<file path="config.mk">
export PLATFORM = sky130hd
export DESIGN_NAME = hlt_timer
export DESIGN_NICKNAME = d
export VERILOG_FILES = /design/src/hlt_pkg.sv /design/src/hlt_ctl_if.sv /design/src/hlt_sync.sv /design/src/hlt_timer.sv
export SDC_FILE = /design/constraint.sdc
export NUM_CORES = 1
export LEC_CHECK = 0
export BUFFER_PORTS_ARGS = -buffer_cell sky130_fd_sc_hd__buf_2
export CORE_MARGIN = 5
export CORE_UTILIZATION = 54
export DETAILED_ROUTE_END_ITERATION = 8
export GPL_TIMING_DRIVEN = 0
export PLACE_DENSITY = 0.81
export SLEW_MARGIN = 40
export SYNTH_ARGS = -nofsm -noshare
export SYNTH_HDL_FRONTEND = slang
export SYNTH_SLANG_ARGS = --single-unit
export TNS_END_PERCENT = 10
</file>
<file path="constraint.sdc">
create_clock -name clk_in -period 3.2 [get_ports clk_in]
set_input_delay 0.48 -clock clk_in [delete_from_list [all_inputs] [get_ports clk_in]]
set_output_delay 0.48 -clock clk_in [all_outputs]
set_load 0.1 [all_outputs]
</file>
<file path="src/hlt_pkg.sv">
package hlt_pkg;
    // ------------------------------------------------------------
    // widths
    // ------------------------------------------------------------
    localparam int HLT_W = 8;
    localparam int HLT_MODE_W = 5;

    // ------------------------------------------------------------
    // mode codes
    // ------------------------------------------------------------
    localparam logic [4:0] MODE_SW_GATE = 5'h00;
    localparam logic [4:0] MODE_GATE_HI_STOP = 5'h01;
    localparam logic [4:0] MODE_GATE_LO_STOP = 5'h02;
    localparam logic [4:0] MODE_EDGE_ANY_RST = 5'h03;
    localparam logic [4:0] MODE_EDGE_RISE_RST = 5'h04;
    localparam logic [4:0] MODE_EDGE_FALL_RST = 5'h05;
    localparam logic [4:0] MODE_LEVEL_LO_RST = 5'h06;
    localparam logic [4:0] MODE_LEVEL_HI_RST = 5'h07;
    localparam logic [4:0] MODE_ONESHOT_SW = 5'h08;
    localparam logic [4:0] MODE_ONESHOT_RISE = 5'h09;
    localparam logic [4:0] MODE_ONESHOT_FALL = 5'h0A;
    localparam logic [4:0] MODE_ONESHOT_ANY = 5'h0B;

    // ------------------------------------------------------------
    // register map (word offsets as byte addresses)
    // ------------------------------------------------------------
    localparam logic [3:0] REG_CTRL = 4'h0;
    localparam logic [3:0] REG_PERIOD = 4'h4;
    localparam logic [3:0] REG_PULSE = 4'h8;
    localparam logic [3:0] REG_COUNT = 4'hC;
    localparam int CTRL_RUN_BIT = 0;
    localparam int CTRL_MODE_LSB = 8;

    // ------------------------------------------------------------
    // reset values and timing
    // ------------------------------------------------------------
    localparam logic [7:0] PERIOD_RST = 8'hFF;
    localparam logic [7:0] PULSE_RST = 8'h00;
    localparam logic [4:0] MODE_RST = 5'h00;
    localparam int SYNC_STAGES = 2;
endpackage : hlt_pkg

</file>
<file path="src/hlt_ctl_if.sv">
`timescale 1ns/100ps
`default_nettype none
interface hlt_ctl_if;
    logic run;
    logic ext_sync;
    logic ext_rise;
    logic ext_fall;
    modport src (output run, output ext_sync, output ext_rise, output ext_fall);
    modport dst (input run, input ext_sync, input ext_rise, input ext_fall);
endinterface : hlt_ctl_if
`default_nettype wire

</file>
<file path="src/hlt_sync.sv">
`timescale 1ns/100ps
`default_nettype none
module hlt_sync
    import hlt_pkg::*;
(
    // clock and reset
    input wire logic clk_in,
    input wire logic nrst_in,
    // raw levels
    input wire logic run_raw_in,
    input wire logic ext_raw_in,
    // synchronised view
    hlt_ctl_if.src ctl
);
    logic [1:0] run_q;
    logic [1:0] ext_q;
    logic ext_prev;

    // two flops each; first stage is read only by the second
    always_ff @(posedge clk_in or negedge nrst_in) begin
        if (!nrst_in) begin
            run_q <= 2'h0;
            ext_q <= 2'h0;
            ext_prev <= 1'b0;
        end else begin
            run_q <= {run_q[0], run_raw_in};
            ext_q <= {ext_q[0], ext_raw_in};
            ext_prev <= ext_q[1];
        end
    end

    assign ctl.run = run_q[1];
    assign ctl.ext_sync = ext_q[1];
    assign ctl.ext_rise = ext_q[1] & ~ext_prev;
    assign ctl.ext_fall = ~ext_q[1] & ext_prev;
endmodule : hlt_sync
`default_nettype wire

</file>
<file path="src/hlt_timer.sv">
`timescale 1ns/100ps
`default_nettype none
module hlt_timer
    import hlt_pkg::*;
(
    // clock and reset
    input wire logic clk_in,
    input wire logic nrst_in,
    // avalon-mm slave
    input wire logic [3:0] avs_address_in,
    input wire logic avs_read_in,
    input wire logic avs_write_in,
    input wire logic [31:0] avs_writedata_in,
    input wire logic [3:0] avs_byteenable_in,
    output logic [31:0] avs_readdata_out,
    output logic avs_waitrequest_out,
    // external reset/gate input
    input wire logic ext_reset_input_in,
    // timer outputs
    output logic [7:0] count_value_out,
    output logic period_match_out,
    output logic pwm_out
);
    typedef enum logic [1:0] {HLT_IDLE, HLT_ARMED, HLT_RUN} hlt_os_t;

    hlt_ctl_if ctl ();

    logic run_bit;
    logic [4:0] mode;
    logic [7:0] period_value;
    logic [7:0] pulse_width_value;
    logic [7:0] count_value;
    logic [7:0] next_count;
    logic clear_run;
    logic answered;
    hlt_os_t os_state;
    logic [1:0] rst_hold;
    logic pwm;

    function automatic logic is_oneshot(input logic [4:0] m);
        is_oneshot = (m >= MODE_ONESHOT_SW) && (m <= MODE_ONESHOT_ANY);
    endfunction : is_oneshot

    function automatic logic is_level(input logic [4:0] m);
        is_level = (m == MODE_LEVEL_LO_RST) || (m == MODE_LEVEL_HI_RST);
    endfunction : is_level

    hlt_sync u_sync (
        .clk_in(clk_in),
        .nrst_in(nrst_in),
        .run_raw_in(run_bit),
        .ext_raw_in(ext_reset_input_in),
        .ctl(ctl)
    );

    // ------------------------------------------------------------
    // bus slave: one wait cycle on every access
    // ------------------------------------------------------------
    always_ff @(posedge clk_in or negedge nrst_in) begin
        if (!nrst_in) begin
            answered <= 1'b0;
        end else begin
            answered <= (avs_read_in | avs_write_in) & ~answered;
        end
    end

    assign avs_waitrequest_out = (avs_read_in | avs_write_in) & ~answered;

    logic wr_take;
    assign wr_take = avs_write_in & answered;

    // software write vs hardware clear of run: the clear wins only when no
    // write to the control word lands in the same cycle
    always_ff @(posedge clk_in or negedge nrst_in) begin
        if (!nrst_in) begin
            run_bit <= 1'b0;
            mode <= MODE_RST;
        end else if (wr_take && avs_address_in == REG_CTRL) begin
            if (avs_byteenable_in[0]) begin
                run_bit <= avs_writedata_in[CTRL_RUN_BIT];
            end
            if (avs_byteenable_in[1]) begin
                mode <= avs_writedata_in[CTRL_MODE_LSB +: 5];
            end
        end else if (clear_run) begin
            run_bit <= 1'b0;
        end
    end

    always_ff @(posedge clk_in or negedge nrst_in) begin
        if (!nrst_in) begin
            period_value <= PERIOD_RST;
            pulse_width_value <= PULSE_RST;
        end else if (wr_take && avs_byteenable_in[0]) begin
            if (avs_address_in == REG_PERIOD) begin
                period_value <= avs_writedata_in[7:0];
            end
            if (avs_address_in == REG_PULSE) begin
                pulse_width_value <= avs_writedata_in[7:0];
            end
        end
    end

    always_ff @(posedge clk_in or negedge nrst_in) begin
        if (!nrst_in) begin
            avs_readdata_out <= 32'h0000_0000;
        end else if (avs_read_in && !answered) begin
            unique case (avs_address_in)
                REG_CTRL: avs_readdata_out <= {19'h0, mode, 7'h0, run_bit};
                REG_PERIOD: avs_readdata_out <= {24'h0, period_value};
                REG_PULSE: avs_readdata_out <= {24'h0, pulse_width_value};
                REG_COUNT: avs_readdata_out <= {24'h0, count_value};
                default: avs_readdata_out <= 32'h0000_0000;
            endcase
        end
    end

    // ------------------------------------------------------------
    // counter control
    // ------------------------------------------------------------
    logic match;
    logic pulse_match;
    logic edge_sel;
    logic level_rst;
    logic gate_ok;

    assign match = (count_value == period_value);
    assign pulse_match = (count_value == pulse_width_value);

    // edge selection shared by edge-reset and edge-start modes
    always_comb begin
        unique case (mode)
            MODE_EDGE_ANY_RST, MODE_ONESHOT_ANY: edge_sel = ctl.ext_rise | ctl.ext_fall;
            MODE_EDGE_RISE_RST, MODE_ONESHOT_RISE: edge_sel = ctl.ext_rise;
            MODE_EDGE_FALL_RST, MODE_ONESHOT_FALL: edge_sel = ctl.ext_fall;
            default: edge_sel = 1'b0;
        endcase
    end

    // level reset only while run is set
    assign level_rst = ctl.run && is_level(mode)
        && (ctl.ext_sync == (mode == MODE_LEVEL_HI_RST));

    always_comb begin
        unique case (mode)
            MODE_GATE_HI_STOP: gate_ok = ~ctl.ext_sync;
            MODE_GATE_LO_STOP: gate_ok = ctl.ext_sync;
            default: gate_ok = 1'b1;
        endcase
    end

    // one-shot sequencing: idle waits for run, armed waits for an edge (software one-shot skips armed)
    always_ff @(posedge clk_in or negedge nrst_in) begin
        if (!nrst_in) begin
            os_state <= HLT_IDLE;
        end else if (!is_oneshot(mode)) begin
            os_state <= HLT_IDLE;
        end else begin
            unique case (os_state)
                // run_bit gates the stale synchronised run after a match clear
                HLT_IDLE: if (ctl.run && run_bit && mode == MODE_ONESHOT_SW) begin
                    os_state <= HLT_RUN;
                end else if (ctl.run && run_bit) begin
                    os_state <= HLT_ARMED;
                end
                HLT_ARMED: if (!ctl.run) begin
                    os_state <= HLT_IDLE;
                end else if (edge_sel) begin
                    os_state <= HLT_RUN;
                end
                HLT_RUN: if (match) begin
                    os_state <= HLT_IDLE;
                end else if (!ctl.run && mode != MODE_ONESHOT_SW) begin
                    os_state <= HLT_IDLE;
                end
            endcase
        end
    end

    // after a match the hardware clear must travel through the run sync,
    // so the sequencer ignores run until the cleared value has arrived
    assign clear_run = is_oneshot(mode) && os_state == HLT_RUN && match && ctl.run;

    // two-clock hold after a reset level drops, mirrors the reset delay
    always_ff @(posedge clk_in or negedge nrst_in) begin
        if (!nrst_in) begin
            rst_hold <= 2'h0;
        end else if (level_rst) begin
            rst_hold <= 2'h2;
        end else if (rst_hold != 2'h0) begin
            rst_hold <= rst_hold - 2'h1;
        end
    end

    always_comb begin
        next_count = count_value;
        if (is_oneshot(mode)) begin
            if (os_state == HLT_RUN && ctl.run) begin
                next_count = match ? 8'h00 : count_value + 8'h01;
            end
        end else if (level_rst || rst_hold != 2'h0) begin
            next_count = 8'h00;
        end else if (edge_sel) begin
            next_count = 8'h00;
        end else if (ctl.run && gate_ok) begin
            next_count = match ? 8'h00 : count_value + 8'h01;
        end
    end

    always_ff @(posedge clk_in or negedge nrst_in) begin
        if (!nrst_in) begin
            count_value <= 8'h00;
        end else begin
            count_value <= next_count;
        end
    end

    // ------------------------------------------------------------
    // pwm time base output
    // ------------------------------------------------------------
    // high from restart to pulse match; a paused counter holds it
    always_ff @(posedge clk_in or negedge nrst_in) begin
        if (!nrst_in) begin
            pwm <= 1'b0;
        end else if (next_count != count_value && pulse_match) begin
            pwm <= 1'b0;
        end else if (next_count == 8'h00 && count_value != 8'h00
                     && !(is_oneshot(mode) && match)) begin
            pwm <= 1'b1;
        end else if (is_oneshot(mode) && os_state != HLT_RUN && next_count == 8'h00
                     && ((mode == MODE_ONESHOT_SW && ctl.run) || edge_sel)
                     && os_state != HLT_IDLE | mode == MODE_ONESHOT_SW) begin
            pwm <= ctl.run;
        end
    end

    assign count_value_out = count_value;
    assign period_match_out = match;
    assign pwm_out = pwm;
endmodule : hlt_timer
`default_nettype wire

</file>
# After elaboration in Yosys (flattened, before gate mapping)
# Cells that the tools add are included.
[classes] mux=25 n_eq_ne=26 add_sub_neg=2 order_cmp=2 n_reduce_logical=46 n_bitwise=10
[ops] cell="one-hot mux 13 bit (4 select lines)" n=1
[ops] cell="two-way mux 8 bit" n=6
[ops] cell="logical AND 1 bit" n=23
[ops] cell="== test 5 x 3 -> 1 bit, second input constant" n=4
[ops] cell="== test 5 x 4 -> 1 bit, second input constant" n=4
[ops] cell="two-way mux 2 bit" n=9
[ops] cell="== test 8 bit" n=2
[ops] cell="!= test 4 bit, second input constant" n=3
[ops] cell="== test 5 x 2 -> 1 bit, second input constant" n=2
[ops] cell="adder 8 x 1 -> 8 bit, second input constant" n=1
[ops] cell="== test 4 bit, second input constant" n=2
[ops] cell="logical NOT 8 bit" n=1
[ops] cell="!= test 8 bit" n=1
[ops] cell="AND reduction 2 bit" n=4
[ops] cell="nonzero test 2 bit" n=4
[ops] cell="nonzero test 8 bit" n=1
[ops] cell="two-way mux 1 bit" n=6
[ops] cell="one-hot mux 2 bit (3 select lines)" n=1
[ops] cell="OR reduction 2 bit" n=3
[ops] cell="== test 5 x 1 -> 1 bit, second input constant" n=1
[ops] cell="greater-or-equal comparator 5 x 4 -> 1 bit, second input constant" n=1
[ops] cell="less-or-equal comparator 5 x 4 -> 1 bit, second input constant" n=1
[ops] cell="!= test 5 x 4 -> 1 bit, second input constant" n=1
[ops] cell="bitwise AND 1 bit" n=4
[ops] cell="16 further kinds" n=25
[totals] input_bits=45 register_bits=73

# Logic depth before layout (Yosys ltp)
# Gate-level depths: netlist of the first run.
[logic_depth] ltp_word=14 mapped_depth=10 ltp_nobuf=10

# By module
# A second synthesis of the first run with hierarchy kept.
[hier_totals] cells_unflattened=369 area_unflattened_um2=3495.9
[modules_own_cells] module="hlt_timer" seq_area_each_um2=1236.2 area_per_inst_um2=3355.7 cells_each=362 instances=1
[modules_own_cells] module="hlt_sync" seq_area_each_um2=125.1 area_per_inst_um2=140.1 cells_each=7 instances=1

# Worst setup path after synthesis of the first run
# Ideal clock, no wire load.
[synth_path] path_kind="reg-to-reg" from="register count_value[1], in the netlist count_value_out[1]" to="register pwm, in the netlist pwm_out" path_stages_with_launch=11 required_time_ns=3.101 setup_slack_ns=-0.624 n_path_buf=1 arrival_time_ns=3.725 synth_period_minus_slack_ns=3.824 cell_sequence="dfrtp_1 buf_2 xor2_1 nor4_1 nand2_1 clkinv_1 o311ai_0 a21oi_1 nor4_2 a31oi_1 a311oi_1"
[synth_between] elab_chain_len=11 elab_cells_between_ends=23 cone_classes="1 x add/sub; 3 x eq/ne; 8 x mux; 11 x reduce/logical"
[synth_rtl] item="from (decl)" line="hlt_timer.sv:32" rtl="logic [7:0] count_value;"
[synth_rtl] item="from (signal assigned)" line="hlt_timer.sv:214" rtl="count_value <= next_count;"
[synth_rtl] item="== test 8 bit *" line="hlt_timer.sv:127" rtl="assign match = (count_value == period_value);"
[synth_rtl] item="net period_match_out" line="hlt_timer.sv:21" rtl="output logic period_match_out,"
[synth_rtl] item="two-way mux 8 bit" line="hlt_timer.sv:199, hlt_timer.sv:206"
[synth_rtl] item="two-way mux 8 bit" line="hlt_timer.sv:205" rtl="end else if (ctl.run && gate_ok) begin"
[synth_rtl] item="two-way mux 8 bit" line="hlt_timer.sv:203" rtl="end else if (edge_sel) begin"
[synth_rtl] item="two-way mux 8 bit" line="hlt_timer.sv:201" rtl="end else if (level_rst || rst_hold != 2'h0) begin"
[synth_rtl] item="two-way mux 8 bit" line="hlt_timer.sv:197" rtl="if (is_oneshot(mode)) begin"
[synth_rtl] item="logical NOT 8 bit" line="hlt_timer.sv:227, hlt_timer.sv:230"
[synth_rtl] item="logical AND 1 bit (on tied branches)" line="hlt_timer.sv:227, hlt_timer.sv:230"
[synth_rtl] item="logical AND 1 bit (on tied branches)" line="hlt_timer.sv:228, hlt_timer.sv:231"
[synth_rtl] item="two-way mux 1 bit or logical AND 1 bit (tied branches)" line="hlt_timer.sv:227, hlt_timer.sv:232"
[synth_rtl] item="two-way mux 1 bit or nonzero test 3 bit (tied branches)"
[synth_rtl] item="to (signal assigned)" line="hlt_timer.sv:233" rtl="pwm <= ctl.run;"
[synth_rtl] item="to (decl)" line="hlt_timer.sv:38" rtl="logic pwm;"
# The timed path passes the listed nets; every way through them passes the cells marked *.
# A chain may end at the register's enable or synchronous reset.

# Worst setup path after layout of the first run
[layout_path] from="register count_value[1], in the netlist count_value_out[1]" to="register pwm, in the netlist pwm_out"
[layout_between] elab_chain_len=11 elab_cells_between_ends=23 cone_classes="1 x add/sub; 3 x eq/ne; 8 x mux; 11 x reduce/logical"
[layout_rtl] item="adder 8 x 1 -> 8 bit or == test 8 bit (tied branches)" line="hlt_timer.sv:199, hlt_timer.sv:206, hlt_timer.sv:127"
[layout_rtl] item="two-way mux 8 bit *" line="hlt_timer.sv:199, hlt_timer.sv:206"
[layout_rtl] item="two-way mux 8 bit" line="hlt_timer.sv:205"
[layout_rtl] item="two-way mux 8 bit" line="hlt_timer.sv:203"
[layout_rtl] item="two-way mux 8 bit" line="hlt_timer.sv:201"
[layout_rtl] item="two-way mux 8 bit *" line="hlt_timer.sv:197"
[layout_rtl] item="net next_count[4]" line="hlt_timer.sv:33" rtl="logic [7:0] next_count;"
[layout_rtl] item="logical NOT 8 bit" line="hlt_timer.sv:227, hlt_timer.sv:230"
[layout_rtl] item="logical AND 1 bit (on tied branches)" line="hlt_timer.sv:227, hlt_timer.sv:230"
[layout_rtl] item="logical AND 1 bit (on tied branches)" line="hlt_timer.sv:228, hlt_timer.sv:231"
[layout_rtl] item="two-way mux 1 bit or logical AND 1 bit (tied branches)" line="hlt_timer.sv:227, hlt_timer.sv:232"
[layout_rtl] item="two-way mux 1 bit or nonzero test 3 bit (tied branches)"
# Marks and branches as above.

==> report_table.html, run 1 <==
<table>
<tr><th>Metric</th><th>Value</th></tr>
<tr><th colspan="2">Floorplan</th></tr>
<tr><td>Area of the core</td><td>6310 sq um</td></tr>
<tr><td>DIE AREA</td><td>8170 sq um</td></tr>
<tr><td>Overall die height</td><td>90.4 microns</td></tr>
<tr><td>Initial standard-cell utilization of the core</td><td>0.553</td></tr>
<tr><td>Die X</td><td>90.4 microns</td></tr>
<tr><td>Cell row count</td><td>29</td></tr>
<tr><td>Top-Level Pins</td><td>88</td></tr>
<tr><th colspan="2">Global routing</th></tr>
<tr><td>Sum of overflow across all layers after global routing</td><td>0</td></tr>
<tr><td>Number of global-route vias before repair</td><td>2928</td></tr>
<tr><td>Pin count of the biggest net entering global routing</td><td>55</td></tr>
<tr><td>Antenna violations before repair</td><td>0</td></tr>
<tr><td>Global Route Usage Sum</td><td>0.208</td></tr>
<tr><td>Wire length of the first global-routing pass</td><td>14400 microns</td></tr>
<tr><th colspan="2">Critical path</th></tr>
<tr><td>Buf/Inv on CP</td><td>1</td></tr>
<tr><td>Top Family by Delay on Critical Path</td><td>simple AND/OR/NAND/NOR gates</td></tr>
<tr><td>Worst r2r src</td><td>count_value_out[1]</td></tr>
<tr><td>Crit start category</td><td>register</td></tr>
<tr><td>Critical path fanouts, max</td><td>9</td></tr>
<tr><td>R2r endpoint</td><td>pwm_out</td></tr>
<tr><td>Capturing element type of the critical path</td><td>register</td></tr>
<tr><td>Worst path required time</td><td>3390 ps</td></tr>
<tr><td>Arrival time of data at the critical path endpoint</td><td>3170 ps</td></tr>
<tr><td>Critical Path Max Stage Delay</td><td>530 ps</td></tr>
<tr><td>CP max-delay cell</td><td>sky130_fd_sc_hd__or4_1</td></tr>
<tr><td>Path depth of the worst reg2reg path</td><td>9</td></tr>
<tr><td>Setup slack, reg-to-reg</td><td>220 ps</td></tr>
<tr><td>Type of the worst setup path</td><td>reg2reg</td></tr>
<tr><td>Timing startpoint of the critical path</td><td>count_value_out[1]</td></tr>
<tr><td>Ordered list of cells on the worst path</td><td>buf_2 -&gt; xor2_1 -&gt; nor4_2 -&gt; a21oi_1 -&gt; a221oi_1 -&gt; o22ai_1 -&gt; or4_1 -&gt; nor3_1 -&gt; a311oi_1</td></tr>
<tr><th colspan="2">Synth</th></tr>
<tr><td>Mapped Area</td><td>3490 sq um</td></tr>
<tr><td>Avg Synthesized Cell Area</td><td>10.1 sq um</td></tr>
<tr><td>Async set-or-reset flop fraction in the synthesized netlist</td><td>1.00</td></tr>
<tr><td>Register bit total from synthesis</td><td>54</td></tr>
<tr><td>Unique masters post-synth</td><td>71</td></tr>
<tr><td>Commonest register cell after synthesis</td><td>sky130_fd_sc_hd__dfrtp_1</td></tr>
<tr><td>Number of warning messages in the yosys log</td><td>0</td></tr>
<tr><td>Number of enable-type register cells in the synthesized netlist</td><td>0</td></tr>
<tr><td>Synth Instances</td><td>347</td></tr>
<tr><td>Share of synthesized area occupied by flip-flops and latches</td><td>0.390</td></tr>
<tr><th colspan="2">Timing</th></tr>
<tr><td>Sum of negative setup slack</td><td>0 ps</td></tr>
<tr><td>Time the final worst path needs with I/O delays and setup</td><td>2980 ps</td></tr>
<tr><td>Final clock period utilization by the worst path</td><td>0.930</td></tr>
<tr><td>RSZ-0062 raised after global routing</td><td>false</td></tr>
<tr><td>Number of hold violations in the final report</td><td>0</td></tr>
<tr><td>Pins over their slew limit</td><td>0</td></tr>
<tr><td>Relative slew slack</td><td>0.474</td></tr>
<tr><td>Worst-Margin Slew</td><td>788 ps</td></tr>
<tr><td>Worst Skew</td><td>8.26 ps</td></tr>
<tr><td>Setup-failing EPs final</td><td>0</td></tr>
<tr><td>Peak Freq</td><td>336 MHz</td></tr>
<tr><th colspan="2">Min path</th></tr>
<tr><td>Type of the tightest min-delay check</td><td>in2async</td></tr>
<tr><th colspan="2">Placed design</th></tr>
<tr><td>Post-detail-place hpwl</td><td>6180 microns</td></tr>
<tr><td>Global placement routability congestion</td><td>0.923</td></tr>
<tr><td>Count of buffers from port buffering</td><td>47</td></tr>
<tr><th colspan="2">Clock network</th></tr>
<tr><td>Clock Tree Buf Depth</td><td>2</td></tr>
<tr><td>Post-CTS Setup Bufs</td><td>0</td></tr>
<tr><td>CTS Hold Buffers Added</td><td>0</td></tr>
<tr><td>Clock transition at the register clock pins on the worst setup and hold paths after CTS</td><td>100 ps</td></tr>
<tr><td>Clock buffers created by TritonCTS</td><td>5</td></tr>
<tr><td>H-tree levels</td><td>2</td></tr>
<tr><td>TritonCTS clock tree</td><td>yes</td></tr>
<tr><td>Number of gates given a new drive strength after cts</td><td>0</td></tr>
<tr><td>Clock sink count</td><td>54</td></tr>
<tr><td>Clock latency of the later-clocked register in the worst-skew pair</td><td>310 ps</td></tr>
<tr><td>Root Buffer</td><td>sky130_fd_sc_hd__clkbuf_8</td></tr>
<tr><th colspan="2">Power and ir drop</th></tr>
<tr><td>Worst-case vdd ir drop</td><td>0.000388 V</td></tr>
<tr><td>Leakage</td><td>1.94 nW</td></tr>
<tr><td>Cell Pwr Density</td><td>546 nW/um^2</td></tr>
<tr><th colspan="2">Route</th></tr>
<tr><td>Number of vias per cell after detailed routing</td><td>5.90</td></tr>
<tr><td>DR iter-0 viols</td><td>205</td></tr>
<tr><td>Residual antenna-violating net count after detailed routing</td><td>0</td></tr>
<tr><td>Detail-routed net length per standard cell</td><td>16.7 microns</td></tr>
<tr><td>Length of the first detailed-routing pass in iterations</td><td>6</td></tr>
<tr><td>WL final</td><td>8290 microns</td></tr>
<tr><td>DRC violation count after routing</td><td>0</td></tr>
<tr><td>Via count</td><td>2933</td></tr>
<tr><th colspan="2">Status</th></tr>
<tr><td>Run status</td><td>finished clean</td></tr>
<tr><th colspan="2">Layout</th></tr>
<tr><td>Most frequent cells in the layout</td><td>sky130_fd_sc_hd__buf_2, sky130_fd_sc_hd__dfrtp_1, sky130_fd_sc_hd__mux2_2, sky130_fd_sc_hd__nand2_1, sky130_fd_sc_hd__buf_4</td></tr>
<tr><td>Most frequent standard cell in the layout excluding fill and tap cells</td><td>sky130_fd_sc_hd__buf_2</td></tr>
<tr><td>Synth-to-Final Area Change</td><td>15.8%</td></tr>
<tr><td>Fraction of layout instances using a drive strength above 1</td><td>0.331</td></tr>
<tr><td>Post-layout nets</td><td>472</td></tr>
<tr><td>Fraction of the core area covered by cells at the end of the flow</td><td>0.640</td></tr>
<tr><td>Filler cells</td><td>540</td></tr>
<tr><td>Antenna Diode Count</td><td>0</td></tr>
<tr><th colspan="2">Flow run</th></tr>
<tr><td>Max-cap check violation count</td><td>0</td></tr>
</table>
==> per-stage QoR <==
stage	total power, mW	hold WS (ps)	setup slack [ps]	std cells	area, sq um
2_1_floorplan	1.49	184	55.9	365	3560
3_3_place_gp	1.63	332	286	489	3890
3_5_place_dp	1.65	340	219	489	3900
4_1_cts	2.21	218	196	497	4040
5_1_grt	2.32	248	53.0	497	4040
6_report	2.21	202	223	497	4040
==> cell type report <==
cell class / instances / area, sq um / share of cell area
Tap cell: 77 / 96.3 / 0.0238
Multi-Input combinational cell: 259 / 1910 / 0.474
Buffer: 39 / 236 / 0.0585
Sequential cell: 54 / 1370 / 0.338
Clock inverter: 2 / 60.1 / 0.0149
Clock buffer: 6 / 82.6 / 0.0204
Timing Repair Buffer: 47 / 238 / 0.0588
Inverter: 13 / 50.0 / 0.0124
==> routing by layer <==
metal | track usage | wire length, microns | vias to the layer above
met1 | 0.277 | 3650 | 1419
met5 | 0 | 0 | -
met4 | 0.0596 | 116 | 0
met2 | 0.347 | 4020 | 120
li1 | - | - | 1383
met3 | 0.0375 | 492 | 11
==> worst register-to-register path, stage by stage (launching register included) <==
cell and delay [ps]:
sky130_fd_sc_hd__dfrtp_2 430, sky130_fd_sc_hd__buf_2 190, sky130_fd_sc_hd__xor2_1 200, sky130_fd_sc_hd__nor4_2 450, sky130_fd_sc_hd__a21oi_1 180, sky130_fd_sc_hd__a221oi_1 330
sky130_fd_sc_hd__o22ai_1 210, sky130_fd_sc_hd__or4_1 530, sky130_fd_sc_hd__nor3_1 210, sky130_fd_sc_hd__a311oi_1 120
==> cell families after synthesis <==
group           Yosys count  synth area share
other cells               1           0.00107
flops                    54             0.390
buf+inv                  52            0.0817
mux                      31             0.103
simple gates            100             0.165
compound gates           82             0.181
xor+xnor                 19            0.0498
fa+ha+maj                 8            0.0287
==> report_power, final <==
| group | switching [mW] | leakage, nW | internal [mW] |
|---|---|---|---|
| Combinational | 0.564 | 1.17 | 0.254 |
| Clock | 0.231 | 0.0714 | 0.334 |
| Sequential | 0.0591 | 0.695 | 0.765 |
| Total | 0.853 | 1.94 | 1.35 |
==> flip-flops by register name, summed over array words and instances (netlist names) <==
name               count
avs_readdata_out      13
count_value_out        8
u_sync.ext_q           2
u_sync.run_q           2
run_bit                1
mode                   5
u_sync.ext_prev        1
os_state               2
pulse_width_value      8
period_value           8
pwm_out                1
answered               1
rst_hold               2
==> worst max path at each step <==
stage,end,slack (ps),cells past startpoint
global placement,pwm_out,290,9
floorplan,pwm_out,60,9
CTS,pwm_out,200,9
detailed placement,pwm_out,220,9
global route,pwm_out,50,9
finish,pwm_out,220,9
==> cells in the mapped netlist (3+ instances only) <==
cell	instances	area (sq um)
sky130_fd_sc_hd__nor3b_1	3	22.5
sky130_fd_sc_hd__nor4_1	5	31.3
sky130_fd_sc_hd__o31ai_1	4	30.0
sky130_fd_sc_hd__o21ai_0	13	65.1
sky130_fd_sc_hd__xor2_1	17	149
sky130_fd_sc_hd__a311oi_1	4	35.0
sky130_fd_sc_hd__a22o_1	5	43.8
sky130_fd_sc_hd__a221oi_1	3	26.3
sky130_fd_sc_hd__nor2_1	20	75.1
sky130_fd_sc_hd__o22ai_1	3	18.8
sky130_fd_sc_hd__nor4_2	3	37.5
sky130_fd_sc_hd__inv_1	12	45.0
sky130_fd_sc_hd__and3_1	3	18.8
sky130_fd_sc_hd__mux2_2	28	315
sky130_fd_sc_hd__nand2_1	28	105
sky130_fd_sc_hd__nor3_1	7	35.0
sky130_fd_sc_hd__a21oi_1	9	45.0
sky130_fd_sc_hd__a31oi_1	5	31.3
sky130_fd_sc_hd__dfstp_2	8	210
sky130_fd_sc_hd__buf_2	6	30.0
sky130_fd_sc_hd__clkbuf_1	11	41.3
sky130_fd_sc_hd__a22oi_1	8	60.1
sky130_fd_sc_hd__nand3_1	9	45.0
sky130_fd_sc_hd__o211ai_1	3	22.5
sky130_fd_sc_hd__buf_4	20	150
sky130_fd_sc_hd__ha_1	8	100
sky130_fd_sc_hd__dfrtp_1	46	1150
sky130_fd_sc_hd__a211oi_1	4	30.0
Note: power is estimated with default switching activity, not from simulation.
==> inputs of run 2 (changes only) <==
--- a/config.mk
+++ b/config.mk
@@ -6,11 +6,12 @@
 export NUM_CORES = 1
 export LEC_CHECK = 0
 export BUFFER_PORTS_ARGS = -buffer_cell sky130_fd_sc_hd__buf_2
-export CORE_MARGIN = 5
+export CORE_MARGIN = 2
 export CORE_UTILIZATION = 54
 export DETAILED_ROUTE_END_ITERATION = 8
 export GPL_TIMING_DRIVEN = 0
 export PLACE_DENSITY = 0.81
+export SETUP_SLACK_MARGIN = 0.02
 export SLEW_MARGIN = 40
 export SYNTH_ARGS = -nofsm -noshare
 export SYNTH_HDL_FRONTEND = slang
==> run 2 against run 1 <==
- wire length shrank 2.8%
- power shrank 7.1%
- combinational power grew 0.7%
- global-route usage grew 2.7 points
- via count grew 0.27%
- non-clock buffer count is the same
- utilization shrank 0.73 points
- critical path depth is the same
- critical endpoint unchanged
- largest cell class unchanged
- largest power group unchanged
==> report_table.html, run 2 (synthesis results as in run 1) <==
<table>
<tr><th>Metric</th><th>Value</th></tr>
<tr><th colspan="2">Min path</th></tr>
<tr><td>Type of the tightest min-delay check</td><td>in2async</td></tr>
<tr><th colspan="2">Timing</th></tr>
<tr><td>RSZ-0062 raised after global routing</td><td>false</td></tr>
<tr><td>Relative slew slack</td><td>0.472 (-0.00187)</td></tr>
<tr><td>Pins over their slew limit</td><td>0 (unchanged)</td></tr>
<tr><td>Final clock period utilization by the worst path</td><td>0.901 (-0.0290)</td></tr>
<tr><td>Sum of negative setup slack</td><td>0 ps (unchanged)</td></tr>
<tr><td>Peak Freq</td><td>347 MHz (+3.2%)</td></tr>
<tr><td>Time the final worst path needs with I/O delays and setup</td><td>2880 ps (-92.8 ps)</td></tr>
<tr><td>Worst-Margin Slew</td><td>791 ps (+2.79 ps)</td></tr>
<tr><td>Setup-failing EPs final</td><td>0 (unchanged)</td></tr>
<tr><td>Number of hold violations in the final report</td><td>0 (unchanged)</td></tr>
<tr><td>Worst Skew</td><td>6.55 ps (-1.70 ps)</td></tr>
<tr><th colspan="2">Flow run</th></tr>
<tr><td>Max-cap check violation count</td><td>0 (unchanged)</td></tr>
<tr><th colspan="2">Layout</th></tr>
<tr><td>Fraction of layout instances using a drive strength above 1</td><td>0.331 (unchanged)</td></tr>
<tr><td>Synth-to-Final Area Change</td><td>14.5%</td></tr>
<tr><td>Most flops, register</td><td>avs_readdata_out</td></tr>
<tr><td>Most frequent cells in the layout</td><td>sky130_fd_sc_hd__buf_2, sky130_fd_sc_hd__dfrtp_1, sky130_fd_sc_hd__mux2_2, sky130_fd_sc_hd__nand2_1, sky130_fd_sc_hd__buf_4</td></tr>
<tr><td>Largest register FFs</td><td>13 (unchanged)</td></tr>
<tr><td>Filler cells</td><td>550 (+1.9%)</td></tr>
<tr><td>Most frequent standard cell in the layout excluding fill and tap cells</td><td>sky130_fd_sc_hd__buf_2</td></tr>
<tr><td>Post-route cell area</td><td>4000 sq um (-1.1%)</td></tr>
<tr><td>Antenna Diode Count</td><td>0 (unchanged)</td></tr>
<tr><td>Post-layout nets</td><td>472 (unchanged)</td></tr>
<tr><td>Cell Count, Final, Fillers Out</td><td>497 (unchanged)</td></tr>
<tr><td>Fraction of the core area covered by cells at the end of the flow</td><td>0.633 (-0.00733)</td></tr>
<tr><th colspan="2">Clock network</th></tr>
<tr><td>H-tree levels</td><td>2 (unchanged)</td></tr>
<tr><td>TritonCTS clock tree</td><td>yes</td></tr>
<tr><td>Clock buffers created by TritonCTS</td><td>5 (unchanged)</td></tr>
<tr><td>Clock transition at the register clock pins on the worst setup and hold paths after CTS</td><td>100 ps (about the same)</td></tr>
<tr><td>Root Buffer</td><td>sky130_fd_sc_hd__clkbuf_8</td></tr>
<tr><td>Clock Tree Buf Depth</td><td>2 (unchanged)</td></tr>
<tr><td>Clock latency of the later-clocked register in the worst-skew pair</td><td>310 ps (about the same)</td></tr>
<tr><td>Clock sink count</td><td>54 (unchanged)</td></tr>
<tr><th colspan="2">Power and ir drop</th></tr>
<tr><td>Cell Pwr Density</td><td>513 nW/um^2 (-6.0%)</td></tr>
<tr><td>Reported net switching power</td><td>0.869 mW (+1.8%)</td></tr>
<tr><td>Combinational cell fraction of total power</td><td>0.402 (+0.031)</td></tr>
<tr><td>Register share of total power</td><td>0.402 (+0.028)</td></tr>
<tr><td>Worst-case vdd ir drop</td><td>0.000362 V (-6.7%)</td></tr>
<tr><td>Clock power frac</td><td>0.196 (-0.060)</td></tr>
<tr><td>Leakage</td><td>1.92 nW (-1.2%)</td></tr>
<tr><td>Cell-internal power</td><td>1.18 mW (-13%)</td></tr>
<tr><td>Switching Share</td><td>0.424 (+0.0370)</td></tr>
<tr><th colspan="2">Global routing</th></tr>
<tr><td>Pin count of the biggest net entering global routing</td><td>55 (unchanged)</td></tr>
<tr><td>Antenna violations before repair</td><td>0 (unchanged)</td></tr>
<tr><td>Number of global-route vias before repair</td><td>2894 (-1.2%)</td></tr>
<tr><td>Wire length of the first global-routing pass</td><td>13700 microns (-4.8%)</td></tr>
<tr><td>Sum of overflow across all layers after global routing</td><td>0 (unchanged)</td></tr>
<tr><td>Global Route Usage Sum</td><td>0.235 (+0.0265)</td></tr>
<tr><th colspan="2">Floorplan</th></tr>
<tr><td>DIE AREA</td><td>7120 sq um (-13%)</td></tr>
<tr><td>Area of the core</td><td>6310 sq um (unchanged)</td></tr>
<tr><td>Initial standard-cell utilization of the core</td><td>0.553 (unchanged)</td></tr>
<tr><td>Cell row count</td><td>29 (unchanged)</td></tr>
<tr><td>Die X</td><td>84.4 microns (-6.6%)</td></tr>
<tr><td>Top-Level Pins</td><td>88 (unchanged)</td></tr>
<tr><td>Overall die height</td><td>84.4 microns (-6.6%)</td></tr>
<tr><th colspan="2">Critical path</th></tr>
<tr><td>Capturing element type of the critical path</td><td>register</td></tr>
<tr><td>Arrival time of data at the critical path endpoint</td><td>3080 ps (-90 ps)</td></tr>
<tr><td>Buf/Inv on CP</td><td>1 (unchanged)</td></tr>
<tr><td>Setup slack, reg-to-reg</td><td>320 ps (+90 ps)</td></tr>
<tr><td>Worst r2r src</td><td>count_value_out[1]</td></tr>
<tr><td>Top Family by Delay on Critical Path</td><td>simple AND/OR/NAND/NOR gates</td></tr>
<tr><td>Ordered list of cells on the worst path</td><td>buf_2 -&gt; xor2_1 -&gt; nor4_2 -&gt; a21oi_1 -&gt; a221oi_1 -&gt; o22ai_1 -&gt; or4_1 -&gt; nor3_1 -&gt; a311oi_1</td></tr>
<tr><td>CP Depth</td><td>9 (unchanged)</td></tr>
<tr><td>CP max-delay cell</td><td>sky130_fd_sc_hd__or4_1</td></tr>
<tr><td>Worst path required time</td><td>3390 ps (about the same)</td></tr>
<tr><td>Crit start category</td><td>register</td></tr>
<tr><td>Type of the worst setup path</td><td>reg2reg</td></tr>
<tr><td>R2r endpoint</td><td>pwm_out</td></tr>
<tr><td>Critical Path Max Stage Delay</td><td>520 ps (about the same)</td></tr>
<tr><td>Critical path fanouts, max</td><td>9 (unchanged)</td></tr>
<tr><td>Path depth of the worst reg2reg path</td><td>9 (unchanged)</td></tr>
<tr><th colspan="2">Placed design</th></tr>
<tr><td>Count of buffers from port buffering</td><td>47 (unchanged)</td></tr>
<tr><td>Cell area after placement</td><td>3900 sq um (unchanged)</td></tr>
<tr><td>Global placement routability congestion</td><td>0.900 (-2.4%)</td></tr>
<tr><td>Number of placed instances, taps included</td><td>489 (unchanged)</td></tr>
<tr><td>Post-detail-place hpwl</td><td>6100 microns (-1.2%)</td></tr>
<tr><th colspan="2">Route</th></tr>
<tr><td>Via count</td><td>2941 (+0.27%)</td></tr>
<tr><td>Length of the first detailed-routing pass in iterations</td><td>4 (-2)</td></tr>
<tr><td>Residual antenna-violating net count after detailed routing</td><td>0 (unchanged)</td></tr>
<tr><td>DR iter-0 viols</td><td>236 (+15%)</td></tr>
<tr><td>WL final</td><td>8060 microns (-2.8%)</td></tr>
<tr><td>DRC violation count after routing</td><td>0 (unchanged)</td></tr>
<tr><td>Number of vias per cell after detailed routing</td><td>5.92 (+0.27%)</td></tr>
<tr><td>Detail-routed net length per standard cell</td><td>16.2 microns (-2.8%)</td></tr>
<tr><th colspan="2">Status</th></tr>
<tr><td>Run status</td><td>finished clean</td></tr>
</table>
==> run 2: how the worst max path moves through the flow <==
stage	start	slack, ps	to
floorplan	count_value_out[3]	60	pwm_out
global placement	count_value_out[1]	330	pwm_out
detailed placement	count_value_out[1]	200	pwm_out
CTS	count_value_out[1]	180	period_match_out
global route	count_value_out[1]	30	pwm_out
finish	count_value_out[1]	320	pwm_out
==> run 2: power groups by stage <==
| stage | registers (mW) | clock network (mW) | logic (mW) |
|---|---|---|---|
| finish | 0.824 | 0.402 | 0.824 |
| global route | 0.834 | 0.430 | 0.890 |
| CTS | 0.824 | 0.408 | 0.816 |
| detailed placement | 0.838 | 0 | 0.813 |
| global placement | 0.834 | 0 | 0.792 |
| floorplan | 0.913 | 0 | 0.574 |
==> run 2: metrics by stage <==
| stage | hold slack [ps] | setup slack [ps] | total power [mW] |
|---|---|---|---|
| after detailed placement | 346 | 202 | 1.65 |
| after floorplan | 184 | 55.9 | 1.49 |
| final | 190 | 315 | 2.05 |
| after CTS | 221 | 184 | 2.05 |
| after global placement | 333 | 325 | 1.63 |
| after global routing | 242 | 29.9 | 2.15 |
==> run 2: layout make-up <==
| cell class | count | area [sq um] | area share |
|---|---|---|---|
| multi-input combinational | 259 | 1920 | 0.481 |
| sequential | 54 | 1370 | 0.342 |
| timing repair buffer | 47 | 238 | 0.0595 |
| buffer | 39 | 236 | 0.0592 |
| tap | 77 | 96.3 | 0.0241 |
| clock buffer | 6 | 72.6 | 0.0182 |
| inverter | 13 | 50.0 | 0.0125 |
| clock inverter | 2 | 17.5 | 0.00438 |
==> run 2: repair_timing <==
| action | CTS | global route |
|---|---|---|
| setup endpoints to repair | 0 | 1 |
| buffers inserted | 0 | 0 |
| hold endpoints to repair | 0 | 0 |
| resized for setup | 0 | 3 |
| hold buffers | 0 | 0 |
==> run 2: worst register-to-register path: cells and delay by family (launching register included) <==
kind | cells | cell delay (ps)
DFF | 1 | 430
and+or+nand+nor | 3 | 1150
buffers and inverters | 1 | 190
xor gates and xnor gates | 1 | 210
AOI/OAI and AO/OA | 4 | 800
==> run 2: routing by layer <==
metal,global-route usage,part of all wire,vias up
met2,0.391,0.49,102
met1,0.314,0.43,1442
li1,-,-,1384
met5,0,0,-
met3,0.0383,0.055,13
met4,0.0794,0.017,0
